## src/rtl/rcc_pkg.sv

```systemverilog
// Constants, register map and types of the reset status and clock block.
// Assumes a 100 MHz clk and a 32-bit APB with byte addresses in 8 bits.
// Operation
// (RQ1) Watchdog reset flag lives at status bit 2
// (RQ2) Software chooses whether watchdog time-out resets
// (RQ3) System clock only from fast RC, crystal, PLL
// (RQ4) Fast RC is the system clock after power-on
// (RQ5) Clock passes only after its start-up time
// (RQ6) Two-bit setting stretches each stable delay
// (RQ7) Each clock gated by its own stable flag
// (RQ8) Slow clocks never selectable as system clock
// (RQ9) PLL reaches the selector undivided
// (RQ10) Programmable divider follows the source selector
// (RQ11) Core-only reset request sets status bit 7
// (RQ12) Power-on reset sets status bit 6
// (RQ13) Processor system reset request sets bit 5
// (RQ14) Flags clear on writing one, zero keeps
// (RQ15) Status reads 0x40 after reset
// (RQ16) Either watchdog's reset sets the watchdog flag
// (RQ17) Glitch-free switch, only to a stable source
package rcc_pkg;
  // ****************************************************************
  // Bus and register offsets
  // ****************************************************************
  localparam int APB_AW = 8;
  localparam logic [7:0] OFF_RST_STS = 8'h00;
  localparam logic [7:0] OFF_PRST0 = 8'h04;
  localparam logic [7:0] OFF_PRST1 = 8'h08;
  localparam logic [7:0] OFF_BROWNOUT = 8'h0C;
  localparam logic [7:0] OFF_DEBOUNCE = 8'h10;
  localparam logic [7:0] OFF_CLK_GLOBAL = 8'h14;
  localparam logic [7:0] OFF_SLOW_RC = 8'h18;
  localparam logic [7:0] OFF_FAST_RC = 8'h1C;
  localparam logic [7:0] OFF_SLOW_XTAL = 8'h20;
  localparam logic [7:0] OFF_FAST_XTAL = 8'h24;
  localparam logic [7:0] OFF_PLL = 8'h28;
  localparam logic [7:0] OFF_BUS_GATE = 8'h2C;
  localparam logic [7:0] OFF_APB1_GATE = 8'h30;
  localparam logic [7:0] OFF_APB2_GATE = 8'h34;
  localparam logic [7:0] OFF_TRIM_GATE = 8'h38;
  localparam logic [7:0] OFF_CLK_STS = 8'h3C;
  localparam logic [7:0] OFF_IRQ_STS = 8'h40;
  localparam logic [7:0] OFF_IRQ_EN = 8'h44;
  localparam logic [7:0] OFF_IRQ_CLR = 8'h48;
  // ****************************************************************
  // Reset values
  // ****************************************************************
  localparam logic [7:0] RST_STS_RESET = 8'h40;
  localparam logic [31:0] BROWNOUT_RESET = 32'h000C_0040;
  localparam logic [31:0] DEBOUNCE_RESET = 32'h0000_0101;
  localparam logic [31:0] SLOW_RC_RESET = 32'h0104_8081;
  localparam logic [31:0] FAST_RC_RESET = 32'h0103_5021;
  localparam logic [31:0] SLOW_XTAL_RESET = 32'h0003_1020;
  localparam logic [31:0] FAST_XTAL_RESET = 32'h0000_0020;
  localparam logic [31:0] PLL_RESET = 32'h0000_1480;
  localparam logic [31:0] BUS_GATE_RESET = 32'h0010_C264;
  localparam logic [31:0] TRIM_GATE_RESET = 32'h00F4_0000;
  // ****************************************************************
  // Field positions
  // ****************************************************************
  localparam int BIT_CHIP_RF = 0;
  localparam int BIT_PIN_RF = 1;
  localparam int BIT_WDOG_RF = 2;
  localparam int BIT_LVR_RF = 3;
  localparam int BIT_BOD_RF = 4;
  localparam int BIT_SYS_RF = 5;
  localparam int BIT_POR_RF = 6;
  localparam int BIT_CORE_RF = 7;
  localparam int BIT_CORE_REQ = 1;
  localparam int BIT_OSC_EN = 0;
  localparam int BIT_STB_SEL = 4;
  localparam int BIT_SRC_SEL = 0;
  localparam int BIT_SYS_DIV = 4;
  localparam int BIT_WDOG_RST_EN = 16;
  localparam int BIT_SW_BUSY = 12;
  localparam int BIT_CUR_SRC = 8;
  // Oscillator index order, also the order of stable flags
  localparam int OSC_SLOW_RC = 0;
  localparam int OSC_FAST_RC = 1;
  localparam int OSC_SLOW_XTAL = 2;
  localparam int OSC_FAST_XTAL = 3;
  localparam int OSC_PLL = 4;
  localparam int NUM_OSC = 5;
  localparam int IRQ_SW_DONE = 5;
  localparam int NUM_IRQ = 6;
  // System clock source codes
  localparam logic [1:0] SRC_FAST_RC = 2'h0;
  localparam logic [1:0] SRC_FAST_XTAL = 2'h1;
  localparam logic [1:0] SRC_PLL = 2'h2;
  // ****************************************************************
  // Timing
  // ****************************************************************
  localparam int CLK_MHZ = 100;
  localparam int SLOW_XTAL_SETUP_MS = 200;
  localparam int FAST_RC_SETUP_US = 5;
  localparam int FAST_XTAL_SETUP_US = 200;
  localparam int SLOW_RC_SETUP_US = 100;
  localparam int PLL_SETUP_US = 20;
  localparam int SLOW_XTAL_SETUP_CYC = SLOW_XTAL_SETUP_MS * 1000 * CLK_MHZ;
  localparam int FAST_RC_SETUP_CYC = FAST_RC_SETUP_US * CLK_MHZ;
  localparam int FAST_XTAL_SETUP_CYC = FAST_XTAL_SETUP_US * CLK_MHZ;
  localparam int SLOW_RC_SETUP_CYC = SLOW_RC_SETUP_US * CLK_MHZ;
  localparam int PLL_SETUP_CYC = PLL_SETUP_US * CLK_MHZ;
  localparam int STB_STEP_CYC = 16;
  // Clock switch sequence
  typedef enum logic [2:0] {
    SW_RUN = 3'b001,
    SW_OFF = 3'b010,
    SW_ON = 3'b100
  } sw_state_t;
endpackage

```

## src/rtl/reset_status_clock_gating.sv

```systemverilog
// Reset source recording, oscillator gating, clock switch and divider.
// Assumes an APB master on clk and reset only from the analog domain.
`timescale 1ns/10ps
`default_nettype none
module reset_status_clock_gating #(
  parameter int unsigned SLOW_RC_CYC = rcc_pkg::SLOW_RC_SETUP_CYC,
  parameter int unsigned SLOW_XTAL_CYC = rcc_pkg::SLOW_XTAL_SETUP_CYC,
  parameter int unsigned FAST_XTAL_CYC = rcc_pkg::FAST_XTAL_SETUP_CYC,
  parameter int unsigned PLL_CYC = rcc_pkg::PLL_SETUP_CYC
) (
  // Clock and reset
  input wire logic clk,
  input wire logic sys_rst,
  // APB slave
  input wire logic psel,
  input wire logic penable,
  input wire logic pwrite,
  input wire logic [rcc_pkg::APB_AW-1:0] paddr,
  input wire logic [31:0] pwdata,
  output logic [31:0] prdata,
  output logic pready,
  output logic pslverr,
  // Reset sources
  input wire logic pinResetEvt,
  input wire logic lvrResetEvt,
  input wire logic bodResetEvt,
  input wire logic chipResetEvt,
  input wire logic coreSysResetReq,
  input wire logic wdtTimeout,
  input wire logic wwdtTimeout,
  output logic wdtResetReq,
  output logic coreResetReq,
  // Oscillators
  input wire logic [rcc_pkg::NUM_OSC-1:0] oscClkPin,
  output logic [rcc_pkg::NUM_OSC-1:0] oscEnable,
  output logic [rcc_pkg::NUM_OSC-1:0] oscStable,
  output logic [1:0] lowSpeedClk,
  // System clock
  output logic [2:0] srcGate,
  output logic sysClkEn,
  // Configuration outputs
  output logic [31:0] periphResetCtrl0,
  output logic [31:0] periphResetCtrl1,
  output logic [31:0] brownoutCtrl,
  output logic [31:0] debounceCtrl,
  output logic [31:0] busClkGate,
  output logic [31:0] apb1ClkGate,
  output logic [31:0] apb2ClkGate,
  output logic [31:0] trimClkCtrl,
  // Interrupt
  output logic irq
);
  import rcc_pkg::*;

  // ****************************************************************
  // State
  // ****************************************************************
  typedef struct packed {
    logic [7:0] rstFlags;
    logic [31:0] prst0;
    logic [31:0] prst1;
    logic [31:0] brownout;
    logic [31:0] debounce;
    logic [31:0] clkGlobal;
    logic [NUM_OSC-1:0][31:0] osc;
    logic [3:0][31:0] gateRegs;
    logic [NUM_IRQ-1:0] irqSts;
    logic [NUM_IRQ-1:0] irqEn;
    sw_state_t swState;
    logic [1:0] curSrc;
    logic [1:0] pendSrc;
    logic [2:0] gate;
    logic prevLevel;
    logic [7:0] divCnt;
    logic tick;
    logic coreReq;
    logic wdtReq;
    logic [31:0] rdata;
    logic slverr;
  } rcc_state_t;

  rcc_state_t s;
  rcc_state_t next_s;
  logic [NUM_OSC-1:0] stableVec;
  logic [NUM_OSC-1:0] riseVec;
  logic [NUM_OSC-1:0] gatedVec;
  logic [7:0] flagSet;
  logic [7:0] flagClr;
  logic wdtIssue;
  logic wrAcc;
  logic selLevel;
  logic [1:0] reqSrc;

  // ****************************************************************
  // Decoding helpers
  // ****************************************************************
  // Only three codes name a system clock; slow clocks have none
  function automatic logic srcLegal(input logic [1:0] src);
    srcLegal = (src == SRC_FAST_RC) || (src == SRC_FAST_XTAL) || (src == SRC_PLL);
  endfunction

  function automatic logic srcStable(input logic [1:0] src, input logic [NUM_OSC-1:0] st);
    case (src)
      SRC_FAST_RC: srcStable = st[OSC_FAST_RC];
      SRC_FAST_XTAL: srcStable = st[OSC_FAST_XTAL];
      SRC_PLL: srcStable = st[OSC_PLL];
      default: srcStable = 1'b0;
    endcase
  endfunction

  function automatic logic [2:0] srcOneHot(input logic [1:0] src);
    case (src)
      SRC_FAST_RC: srcOneHot = 3'h1;
      SRC_FAST_XTAL: srcOneHot = 3'h2;
      SRC_PLL: srcOneHot = 3'h4;
      default: srcOneHot = 3'h0;
    endcase
  endfunction

  function automatic logic isMapped(input logic [APB_AW-1:0] a);
    isMapped = (a[1:0] == 2'h0) && (a <= OFF_IRQ_CLR);
  endfunction

  // ****************************************************************
  // Oscillator timers and gates
  // ****************************************************************
  function automatic int unsigned setupOf(input int i);
    case (i)
      OSC_SLOW_RC: setupOf = SLOW_RC_CYC;
      OSC_FAST_RC: setupOf = FAST_RC_SETUP_CYC;
      OSC_SLOW_XTAL: setupOf = SLOW_XTAL_CYC;
      OSC_FAST_XTAL: setupOf = FAST_XTAL_CYC;
      default: setupOf = PLL_CYC;
    endcase
  endfunction

  genvar gi;
  generate
    for (gi = 0; gi < NUM_OSC; gi++) begin : g_osc
      osc_stable_gate #(
        .SETUP_CYC(setupOf(gi)),
        .CNT_W(32)
      ) u_gate (
        .clk(clk),
        .sys_rst(sys_rst),
        .oscEnable(s.osc[gi][BIT_OSC_EN]),
        .delaySel(s.osc[gi][BIT_STB_SEL+:2]),
        .oscClkPin(oscClkPin[gi]),
        .stableFlag(stableVec[gi]),
        .stableRise(riseVec[gi]),
        .gatedClk(gatedVec[gi])
      );
      assign oscEnable[gi] = s.osc[gi][BIT_OSC_EN];
    end
  endgenerate

  // Slow clocks go out only as low-speed clocks
  assign lowSpeedClk = {gatedVec[OSC_SLOW_XTAL], gatedVec[OSC_SLOW_RC]}; // [RQ8]

  // ****************************************************************
  // Reset flag causes
  // ****************************************************************
  // Time-out resets only when software allows it; window one always does
  assign wdtIssue = (wdtTimeout & s.clkGlobal[BIT_WDOG_RST_EN]) | wwdtTimeout; // [RQ2] [RQ16]
  assign wrAcc = psel & penable & pwrite & isMapped(paddr);

  always_comb begin
    flagSet = 8'h00;
    flagSet[BIT_CHIP_RF] = chipResetEvt;
    flagSet[BIT_PIN_RF] = pinResetEvt;
    flagSet[BIT_WDOG_RF] = wdtIssue; // [RQ1]
    flagSet[BIT_LVR_RF] = lvrResetEvt;
    flagSet[BIT_BOD_RF] = bodResetEvt;
    flagSet[BIT_SYS_RF] = coreSysResetReq; // [RQ13]
    flagSet[BIT_CORE_RF] = wrAcc && (paddr == OFF_PRST0) && pwdata[BIT_CORE_REQ]; // [RQ11]
    flagClr = (wrAcc && (paddr == OFF_RST_STS)) ? pwdata[7:0] : 8'h00; // [RQ14]
  end

  // Selected, undivided source level feeding the divider
  assign selLevel = |(s.gate & {gatedVec[OSC_PLL], gatedVec[OSC_FAST_XTAL],
                                gatedVec[OSC_FAST_RC]}); // [RQ9]
  assign reqSrc = s.clkGlobal[BIT_SRC_SEL+:2];

  // ****************************************************************
  // Next state
  // ****************************************************************
  always_comb begin
    next_s = s;
    next_s.coreReq = 1'b0;
    next_s.tick = 1'b0;
    next_s.wdtReq = wdtIssue;
    // Setup phase captures read data, so the access needs no wait
    if (psel && !penable) begin
      next_s.slverr = !isMapped(paddr);
      case (paddr)
        OFF_RST_STS: next_s.rdata = {24'h0, s.rstFlags};
        OFF_PRST0: next_s.rdata = s.prst0;
        OFF_PRST1: next_s.rdata = s.prst1;
        OFF_BROWNOUT: next_s.rdata = s.brownout;
        OFF_DEBOUNCE: next_s.rdata = s.debounce;
        OFF_CLK_GLOBAL: next_s.rdata = s.clkGlobal;
        OFF_SLOW_RC: next_s.rdata = s.osc[OSC_SLOW_RC];
        OFF_FAST_RC: next_s.rdata = s.osc[OSC_FAST_RC];
        OFF_SLOW_XTAL: next_s.rdata = s.osc[OSC_SLOW_XTAL];
        OFF_FAST_XTAL: next_s.rdata = s.osc[OSC_FAST_XTAL];
        OFF_PLL: next_s.rdata = s.osc[OSC_PLL];
        OFF_BUS_GATE: next_s.rdata = s.gateRegs[0];
        OFF_APB1_GATE: next_s.rdata = s.gateRegs[1];
        OFF_APB2_GATE: next_s.rdata = s.gateRegs[2];
        OFF_TRIM_GATE: next_s.rdata = s.gateRegs[3];
        OFF_CLK_STS: next_s.rdata = {19'h0, s.swState != SW_RUN, 2'h0,
                                     s.curSrc, 3'h0, stableVec};
        OFF_IRQ_STS: next_s.rdata = {26'h0, s.irqSts};
        OFF_IRQ_EN: next_s.rdata = {26'h0, s.irqEn};
        default: next_s.rdata = 32'h0000_0000;
      endcase
    end
    // Register writes at the access edge
    if (wrAcc) begin
      case (paddr)
        OFF_PRST0: begin
          next_s.prst0 = pwdata;
          next_s.prst0[BIT_CORE_REQ] = 1'b0; // Self-clearing request
          next_s.coreReq = pwdata[BIT_CORE_REQ];
        end
        OFF_PRST1: next_s.prst1 = pwdata;
        OFF_BROWNOUT: next_s.brownout = pwdata;
        OFF_DEBOUNCE: next_s.debounce = pwdata;
        OFF_CLK_GLOBAL: next_s.clkGlobal = pwdata;
        OFF_SLOW_RC: next_s.osc[OSC_SLOW_RC] = pwdata;
        OFF_FAST_RC: next_s.osc[OSC_FAST_RC] = pwdata;
        OFF_SLOW_XTAL: next_s.osc[OSC_SLOW_XTAL] = pwdata;
        OFF_FAST_XTAL: next_s.osc[OSC_FAST_XTAL] = pwdata;
        OFF_PLL: next_s.osc[OSC_PLL] = pwdata;
        OFF_BUS_GATE: next_s.gateRegs[0] = pwdata;
        OFF_APB1_GATE: next_s.gateRegs[1] = pwdata;
        OFF_APB2_GATE: next_s.gateRegs[2] = pwdata;
        OFF_TRIM_GATE: next_s.gateRegs[3] = pwdata;
        OFF_IRQ_EN: next_s.irqEn = pwdata[NUM_IRQ-1:0];
        default: next_s.prst1 = s.prst1;
      endcase
    end
    // Sticky flags: a set in the clearing cycle survives
    next_s.rstFlags = (s.rstFlags & ~flagClr) | flagSet; // [RQ14]
    // Glitch-free switch: drop the old gate a cycle, then open the new
    case (s.swState)
      SW_RUN: begin
        if (srcLegal(reqSrc) && reqSrc != s.curSrc && srcStable(reqSrc, stableVec)) begin
          next_s.pendSrc = reqSrc; // [RQ3] [RQ17]
          next_s.swState = SW_OFF;
        end
      end
      SW_OFF: begin
        next_s.curSrc = s.pendSrc;
        next_s.swState = SW_ON;
      end
      SW_ON: next_s.swState = SW_RUN;
      default: next_s.swState = SW_RUN;
    endcase
    next_s.gate = (next_s.swState == SW_OFF) ? 3'h0 : srcOneHot(next_s.curSrc);
    // Divider counts edges of the selected source
    next_s.prevLevel = selLevel;
    if (selLevel && !s.prevLevel) begin
      if (s.divCnt >= s.clkGlobal[BIT_SYS_DIV+:8]) begin
        next_s.divCnt = 8'h00;
        next_s.tick = 1'b1; // [RQ10]
      end else begin
        next_s.divCnt = s.divCnt + 8'h01;
      end
    end
    // Interrupt status: write-one clear, set wins
    next_s.irqSts = s.irqSts;
    if (wrAcc && paddr == OFF_IRQ_CLR) begin
      next_s.irqSts = s.irqSts & ~pwdata[NUM_IRQ-1:0];
    end
    next_s.irqSts[NUM_OSC-1:0] = next_s.irqSts[NUM_OSC-1:0] | riseVec;
    if (s.swState == SW_ON) begin
      next_s.irqSts[IRQ_SW_DONE] = 1'b1;
    end
  end

  // ****************************************************************
  // State register
  // ****************************************************************
  // Only the analog reset clears this block, so flags outlive system resets
  always_ff @(posedge clk) begin
    if (sys_rst) begin
      s <= '0;
      s.rstFlags <= RST_STS_RESET; // [RQ12] [RQ15]
      s.brownout <= BROWNOUT_RESET;
      s.debounce <= DEBOUNCE_RESET;
      s.osc[OSC_SLOW_RC] <= SLOW_RC_RESET;
      s.osc[OSC_FAST_RC] <= FAST_RC_RESET;
      s.osc[OSC_SLOW_XTAL] <= SLOW_XTAL_RESET;
      s.osc[OSC_FAST_XTAL] <= FAST_XTAL_RESET;
      s.osc[OSC_PLL] <= PLL_RESET;
      s.gateRegs[0] <= BUS_GATE_RESET;
      s.gateRegs[3] <= TRIM_GATE_RESET;
      s.swState <= SW_RUN;
      s.curSrc <= SRC_FAST_RC; // [RQ4]
      s.gate <= 3'h1;
    end else begin
      s <= next_s;
    end
  end

  // ****************************************************************
  // Outputs
  // ****************************************************************
  assign prdata = s.rdata;
  assign pready = 1'b1;
  assign pslverr = s.slverr & psel & penable;
  assign wdtResetReq = s.wdtReq;
  assign coreResetReq = s.coreReq;
  assign oscStable = stableVec;
  assign srcGate = s.gate;
  assign sysClkEn = s.tick;
  assign periphResetCtrl0 = s.prst0;
  assign periphResetCtrl1 = s.prst1;
  assign brownoutCtrl = s.brownout;
  assign debounceCtrl = s.debounce;
  assign busClkGate = s.gateRegs[0];
  assign apb1ClkGate = s.gateRegs[1];
  assign apb2ClkGate = s.gateRegs[2];
  assign trimClkCtrl = s.gateRegs[3];
  assign irq = |(s.irqSts & s.irqEn);

  // ****************************************************************
  // Checks
  // ****************************************************************
  a_wdog_flag: assert property (@(posedge clk) disable iff (sys_rst) // [RQ1] [RQ16]
    wwdtTimeout |=> s.rstFlags[BIT_WDOG_RF] && wdtResetReq)
    else $error("window watchdog reset not recorded");
  a_wdog_masked: assert property (@(posedge clk) disable iff (sys_rst) // [RQ2]
    wdtTimeout && !wwdtTimeout && !s.clkGlobal[BIT_WDOG_RST_EN] |=> !wdtResetReq)
    else $error("disabled watchdog time-out reset the system");
  a_gate_legal: assert property (@(posedge clk) disable iff (sys_rst) // [RQ3] [RQ8]
    $onehot0(srcGate) && s.curSrc != 2'h3)
    else $error("illegal system clock gate");
  a_boot_source: assert property (@(posedge clk) // [RQ4] [RQ15]
    $past(sys_rst) && !sys_rst |-> s.curSrc == SRC_FAST_RC && s.rstFlags == 8'h40)
    else $error("wrong state after reset");
  a_core_flag: assert property (@(posedge clk) disable iff (sys_rst) // [RQ11]
    coreResetReq |-> s.rstFlags[BIT_CORE_RF] && !s.prst0[BIT_CORE_REQ])
    else $error("core reset not recorded");
  a_sys_flag: assert property (@(posedge clk) disable iff (sys_rst) // [RQ13]
    coreSysResetReq |=> s.rstFlags[BIT_SYS_RF])
    else $error("system reset request not recorded");
  a_zero_keeps: assert property (@(posedge clk) disable iff (sys_rst) // [RQ14]
    wrAcc && paddr == OFF_RST_STS && !pwdata[BIT_POR_RF] && s.rstFlags[BIT_POR_RF]
    |=> s.rstFlags[BIT_POR_RF])
    else $error("writing zero cleared a reset flag");
  a_switch_gap: assert property (@(posedge clk) disable iff (sys_rst) // [RQ17]
    s.swState == SW_RUN ##1 s.swState == SW_OFF |->
    srcGate == 3'h0 ##1 srcGate == srcOneHot(s.curSrc) && srcStable(s.curSrc, stableVec))
    else $error("clock switch not glitch-free");
  a_div_spacing: assert property (@(posedge clk) disable iff (sys_rst) // [RQ10]
    sysClkEn && s.clkGlobal[BIT_SYS_DIV+:8] != 8'h00 |=> !sysClkEn)
    else $error("divided clock enable too close");
endmodule
`default_nettype wire

```

## src/rtl/osc_stable_gate.sv

```systemverilog
// One oscillator's start-up timer, stable flag and digital-side gate.
// Assumes the oscillator clock pin is asynchronous to clk.
`timescale 1ns/10ps
`default_nettype none
module osc_stable_gate #(
  parameter int unsigned SETUP_CYC = 500,
  parameter int CNT_W = 32
) (
  // Clock and reset
  input wire logic clk,
  input wire logic sys_rst,
  // Control
  input wire logic oscEnable,
  input wire logic [1:0] delaySel,
  // Analog side
  input wire logic oscClkPin,
  // Digital side
  output logic stableFlag,
  output logic stableRise,
  output logic gatedClk
);
  import rcc_pkg::*;

  typedef struct packed {
    logic sync1;
    logic sync2;
    logic [CNT_W-1:0] cnt;
    logic stable;
    logic rise;
    logic gated;
  } osc_state_t;

  osc_state_t s;
  osc_state_t next_s;
  logic [CNT_W-1:0] target;

  // Setup time plus the programmable stable stretch
  assign target = CNT_W'(SETUP_CYC) + CNT_W'(delaySel) * CNT_W'(STB_STEP_CYC); // [RQ6]

  // Start-up count, restarted whenever the enable drops
  always_comb begin
    next_s = s;
    next_s.sync1 = oscClkPin;
    next_s.sync2 = s.sync1;
    next_s.rise = 1'b0;
    if (!oscEnable) begin
      next_s.cnt = '0;
      next_s.stable = 1'b0;
    end else if (!s.stable) begin
      if (s.cnt >= target) begin
        next_s.stable = 1'b1; // [RQ5]
        next_s.rise = 1'b1;
      end else begin
        next_s.cnt = s.cnt + 1'b1;
      end
    end
    // Gate opens only behind the stable flag
    next_s.gated = s.sync2 & s.stable; // [RQ7]
  end

  always_ff @(posedge clk) begin
    if (sys_rst) begin
      s <= '0;
    end else begin
      s <= next_s;
    end
  end

  assign stableFlag = s.stable;
  assign stableRise = s.rise;
  assign gatedClk = s.gated;

  a_setup_wait: assert property (@(posedge clk) disable iff (sys_rst) // [RQ5]
    $rose(stableFlag) |-> $past(s.cnt) >= CNT_W'(SETUP_CYC))
    else $error("stable flag rose before the start-up time");
  a_gate_closed: assert property (@(posedge clk) disable iff (sys_rst) // [RQ7]
    !$past(stableFlag) |-> !gatedClk)
    else $error("clock passed while not stable");
endmodule
`default_nettype wire

```

## config.mk

```make
export PLATFORM = sky130hd
export DESIGN_NAME = reset_status_clock_gating
export DESIGN_NICKNAME = d
export VERILOG_FILES = /design/src/rtl/rcc_pkg.sv /design/src/rtl/reset_status_clock_gating.sv /design/src/rtl/osc_stable_gate.sv
export SDC_FILE = /design/constraint.sdc
export NUM_CORES = 2
export LEC_CHECK = 0
export ABC_AREA = 0
export BUFFER_PORTS_ARGS = -buffer_cell sky130_fd_sc_hd__buf_2
export CAP_MARGIN = 30
export CORE_MARGIN = 2
export CORE_UTILIZATION = 55
export CTS_CLUSTER_DIAMETER = 120
export DETAILED_ROUTE_END_ITERATION = 12
export HOLD_SLACK_MARGIN = 0.02
export MAX_ROUTING_LAYER = met4
export PLACE_DENSITY = 0.8
export REMOVE_ABC_BUFFERS = 1
export SLEW_MARGIN = 10
export SYNTH_ARGS = -nofsm -noshare
export SYNTH_HDL_FRONTEND = slang
export SYNTH_SLANG_ARGS = --single-unit
```

## constraint.sdc

```tcl
create_clock -name clk -period 7.71 [get_ports clk]
set_clock_uncertainty 0.1 [all_clocks]
set_input_delay 0.3855 -clock clk [delete_from_list [all_inputs] [get_ports clk]]
set_output_delay 0.3855 -clock clk [all_outputs]
set_load 0.02 [all_outputs]
```

==> impl_metrics.json <==
{
  "status": "finished, final reports clean",
  "die_area_um2": 60600,
  "p_int_mw": 5.96,
  "fin_area_um2": 35100,
  "grt.overflow.total": 0,
  "hold_ws_ps": 33.1,
  "synth_top_area_cell": "dfxtp_1",
  "grt_usage_pct": 38.6,
  "grt_max_degree": 167,
  "drt_first_iter_violations": 5404,
  "drc": 0,
  "stdcell_count": 4779,
  "p_clk_share_pct": 48.9,
  "crit_required_ps": 8080,
  "setup_viol": 0,
  "tns_ps": 0,
  "cts_resized": 0,
  "startpoint_type": "primary input",
  "fin_ws_ps": 3440,
  "ant_nets": 0,
  "synth-seq-area-share_pct": 43.9,
  "crit_arrival_ps": 4640,
  "synth_top_area_share_pct": 43.9,
  "slew_headroom_pct": 32.5,
  "io_pins": 366,
  "antenna_found_initial": 7,
  "drt-pass1-iter-count": 9,
  "cts.path.max_buffers": 3,
  "synth_edf_count": 0,
  "cellPowerDensity_nw_per_um2": 221,
  "tightest_slew_ps": 988,
  "io_buffers": 363,
  "synth_area_um2": 32200,
  "die_h_um": 246,
  "syn_area_per_cell_um2": 8.06,
  "ys_async_sr_fraction_pct": 0,
  "clkTransAtPathRegs_ps": 60,
  "final_util_pct": 60.7,
  "netSwitchingFraction_pct": 23.1,
  "fin_crit_sh_pct": 55.3,
  "placed_cells": 4614,
  "slew_viol_final": 0,
  "dpl.hpwl_um": 77500,
  "pre_cts_ws_ps": 3160,
  "vias_per_cell": 6.40,
  "syn_inst": 4001,
  "post_cts.repair.setup_buffers": 0,
  "synthFlopType": "dfxtp_1",
  "synth_most_common_cell": "nand2_1",
  "critPathKind": "in2reg",
  "routed_wl_um": 118000,
  "clock.fmax_mhz": 234,
  "grt_setup_unrepaired": "no",
  "synth_common_cells": "nand2_1 (970), dfxtp_1 (707), a21oi_1 (528), buf_4 (305), clkbuf_1 (180)",
  "cts_sinks": 707,
  "grt_pass1_wl_um": 172000,
  "cp_max_fo": 30,
  "core_um2": 57800,
  "p_comb_share_pct": 3.8,
  "clk_latency_ps": 650,
  "grt_pass1_vias": 27970,
  "numCtsBuffers": 73,
  "post_dp_cell_area_um2": 32300,
  "wl_per_cell_um": 24.8,
  "hold_viol_final": 0,
  "endpoint_kind": "flop",
  "p_total_mw": 7.75,
  "vias": 30576,
  "seq_power_share_pct": 47.3,
  "synth_cell_type_count": 81,
  "fin_crit_ps": 4270,
  "p_switching_mw": 1.79,
  "syn_to_final_growth_pct": 8.80,
  "core.rowCount": 88,
  "drive_above_1_share_pct": 15.7,
  "drv_cap": 0,
  "die_x_um": 246,
  "vdd_ir_drop_max_mv": 0.173,
  "start_util_pct": 55.8,
  "synth_seq_cells": 707,
  "p_leak_nw": 13.0,
  "root_buffer": "clkbuf_16",
  "place_congestion": 1.03,
  "yosysWarnings": 0,
  "htreeDepth": 3,
  "synth_area_leaders": "dfxtp_1 (44%), nand2_1 (11%), a21oi_1 (8.2%)",
  "final_nets": 4045,
  "hold_class": "in2reg",
  "cts_hold_buf": 17,
  "cts_tree": "built"
}
[worst paths after layout]
| check | from | endpoint | slack (ps) | cells past startpoint |
|---|---|---|---|---|
| min | pwdata[29] | s[224]$_SDFFE_PP0P_ | 30 | 3 |
| max | paddr[5] | s[303]$_SDFFE_PP0P_ | 3440 | 8 |
| max reg2reg | g_osc[2].u_gate.s[7]$_SDFFE_PP0P_ | g_osc[2].u_gate.s[26]$_SDFFE_PP0P_ | 4680 | 8 |
| min reg2reg | g_osc[2].u_gate.s[35]$_SDFF_PP0_ | g_osc[2].u_gate.gatedClk$_SDFF_PP0_ | 320 | 2 |
[placed cells by master, fill, tap and decap left out, types with 9 or more instances in the layout]
cell type	instances
clkbuf_1	9
nor3_1	88
clkbuf_16	74
a22o_1	11
or4_1	15
clkbuf_8	20
ha_1	43
nor2b_1	24
clkinv_2	13
o21a_1	11
mux2i_1	86
inv_1	48
diode_2	10
a221oi_1	14
nand2_1	968
nor3_4	14
xnor2_1	18
nand3_1	60
and3_1	16
a31oi_1	15
nand2b_1	11
mux2_2	20
and2_1	91
buf_2	361
buf_4	69
o22ai_1	34
xor2_1	18
nand4_1	31
o21ai_0	71
dfxtp_1	707
or3_1	29
nor4_1	30
nor2_1	162
o211ai_1	19
dlygate4sd3_1	17
a222oi_1	9
a22oi_1	76
a21oi_1	528
a211oi_1	9
[critical path, cell delays in order]
cell     delay [ps]
buf_2           670
buf_4           510
or4b_2         1010
nor2_1          720
nand2_1         670
buf_4           450
nand2_1         100
a21oi_1          60
[routing by layer]
layer,routed length [um],GRT usage (%)
met2,48400,53.4
met4,8450,22.7
met1,43000,48.1
met5,0,-
met3,18400,13.8
[registers in the layout, summed over array words and instances, names as in the netlist]
name	count
sysClkEn	1
apb2ClkGate	32
oscEnable	5
reqSrc	2
busClkGate	32
srcGate	3
wdtResetReq	1
debounceCtrl	32
periphResetCtrl1	32
periphResetCtrl0	31
g_osc.u_gate.stableRise	5
prdata	32
apb1ClkGate	32
s	222
g_osc.u_gate.s	165
g_osc.u_gate.gatedClk	5
g_osc.u_gate.stableFlag	5
coreResetReq	1
trimClkCtrl	32
brownoutCtrl	32
g_osc.u_gate.next_s	5
[cell families after synthesis]
kind of cell,after synthesis,share of synthesized area [%]
simple gates,1589,22.3
compound gates,878,16.1
flops,707,43.9
buf+inv,637,11.5
mux,109,3.58
fa+ha+maj,43,1.67
xor+xnor,36,0.978
other cells,2,0.0233
[final cells by class]
type	count	area (um2)
fillers	4942	22700
multi-input cells	2657	14500
flip-flops and latches	707	14200
repair buffers	457	2680
clock buffers	103	2160
well taps	765	957
clock inverters	31	412
inverters	49	184
diodes	10	25.0
[power groups by stage]
stage               combinational, mW  sequential (mW)  clock (mW)
CTS                             0.275             3.67        3.78
global route                    0.295             3.66        3.94
detailed placement              0.268             3.75           0
global placement                0.267             3.75           0
finish                          0.297             3.67        3.79
floorplan                      0.0699             3.75           0
No activity file was read; power rests on OpenSTA's default activity.
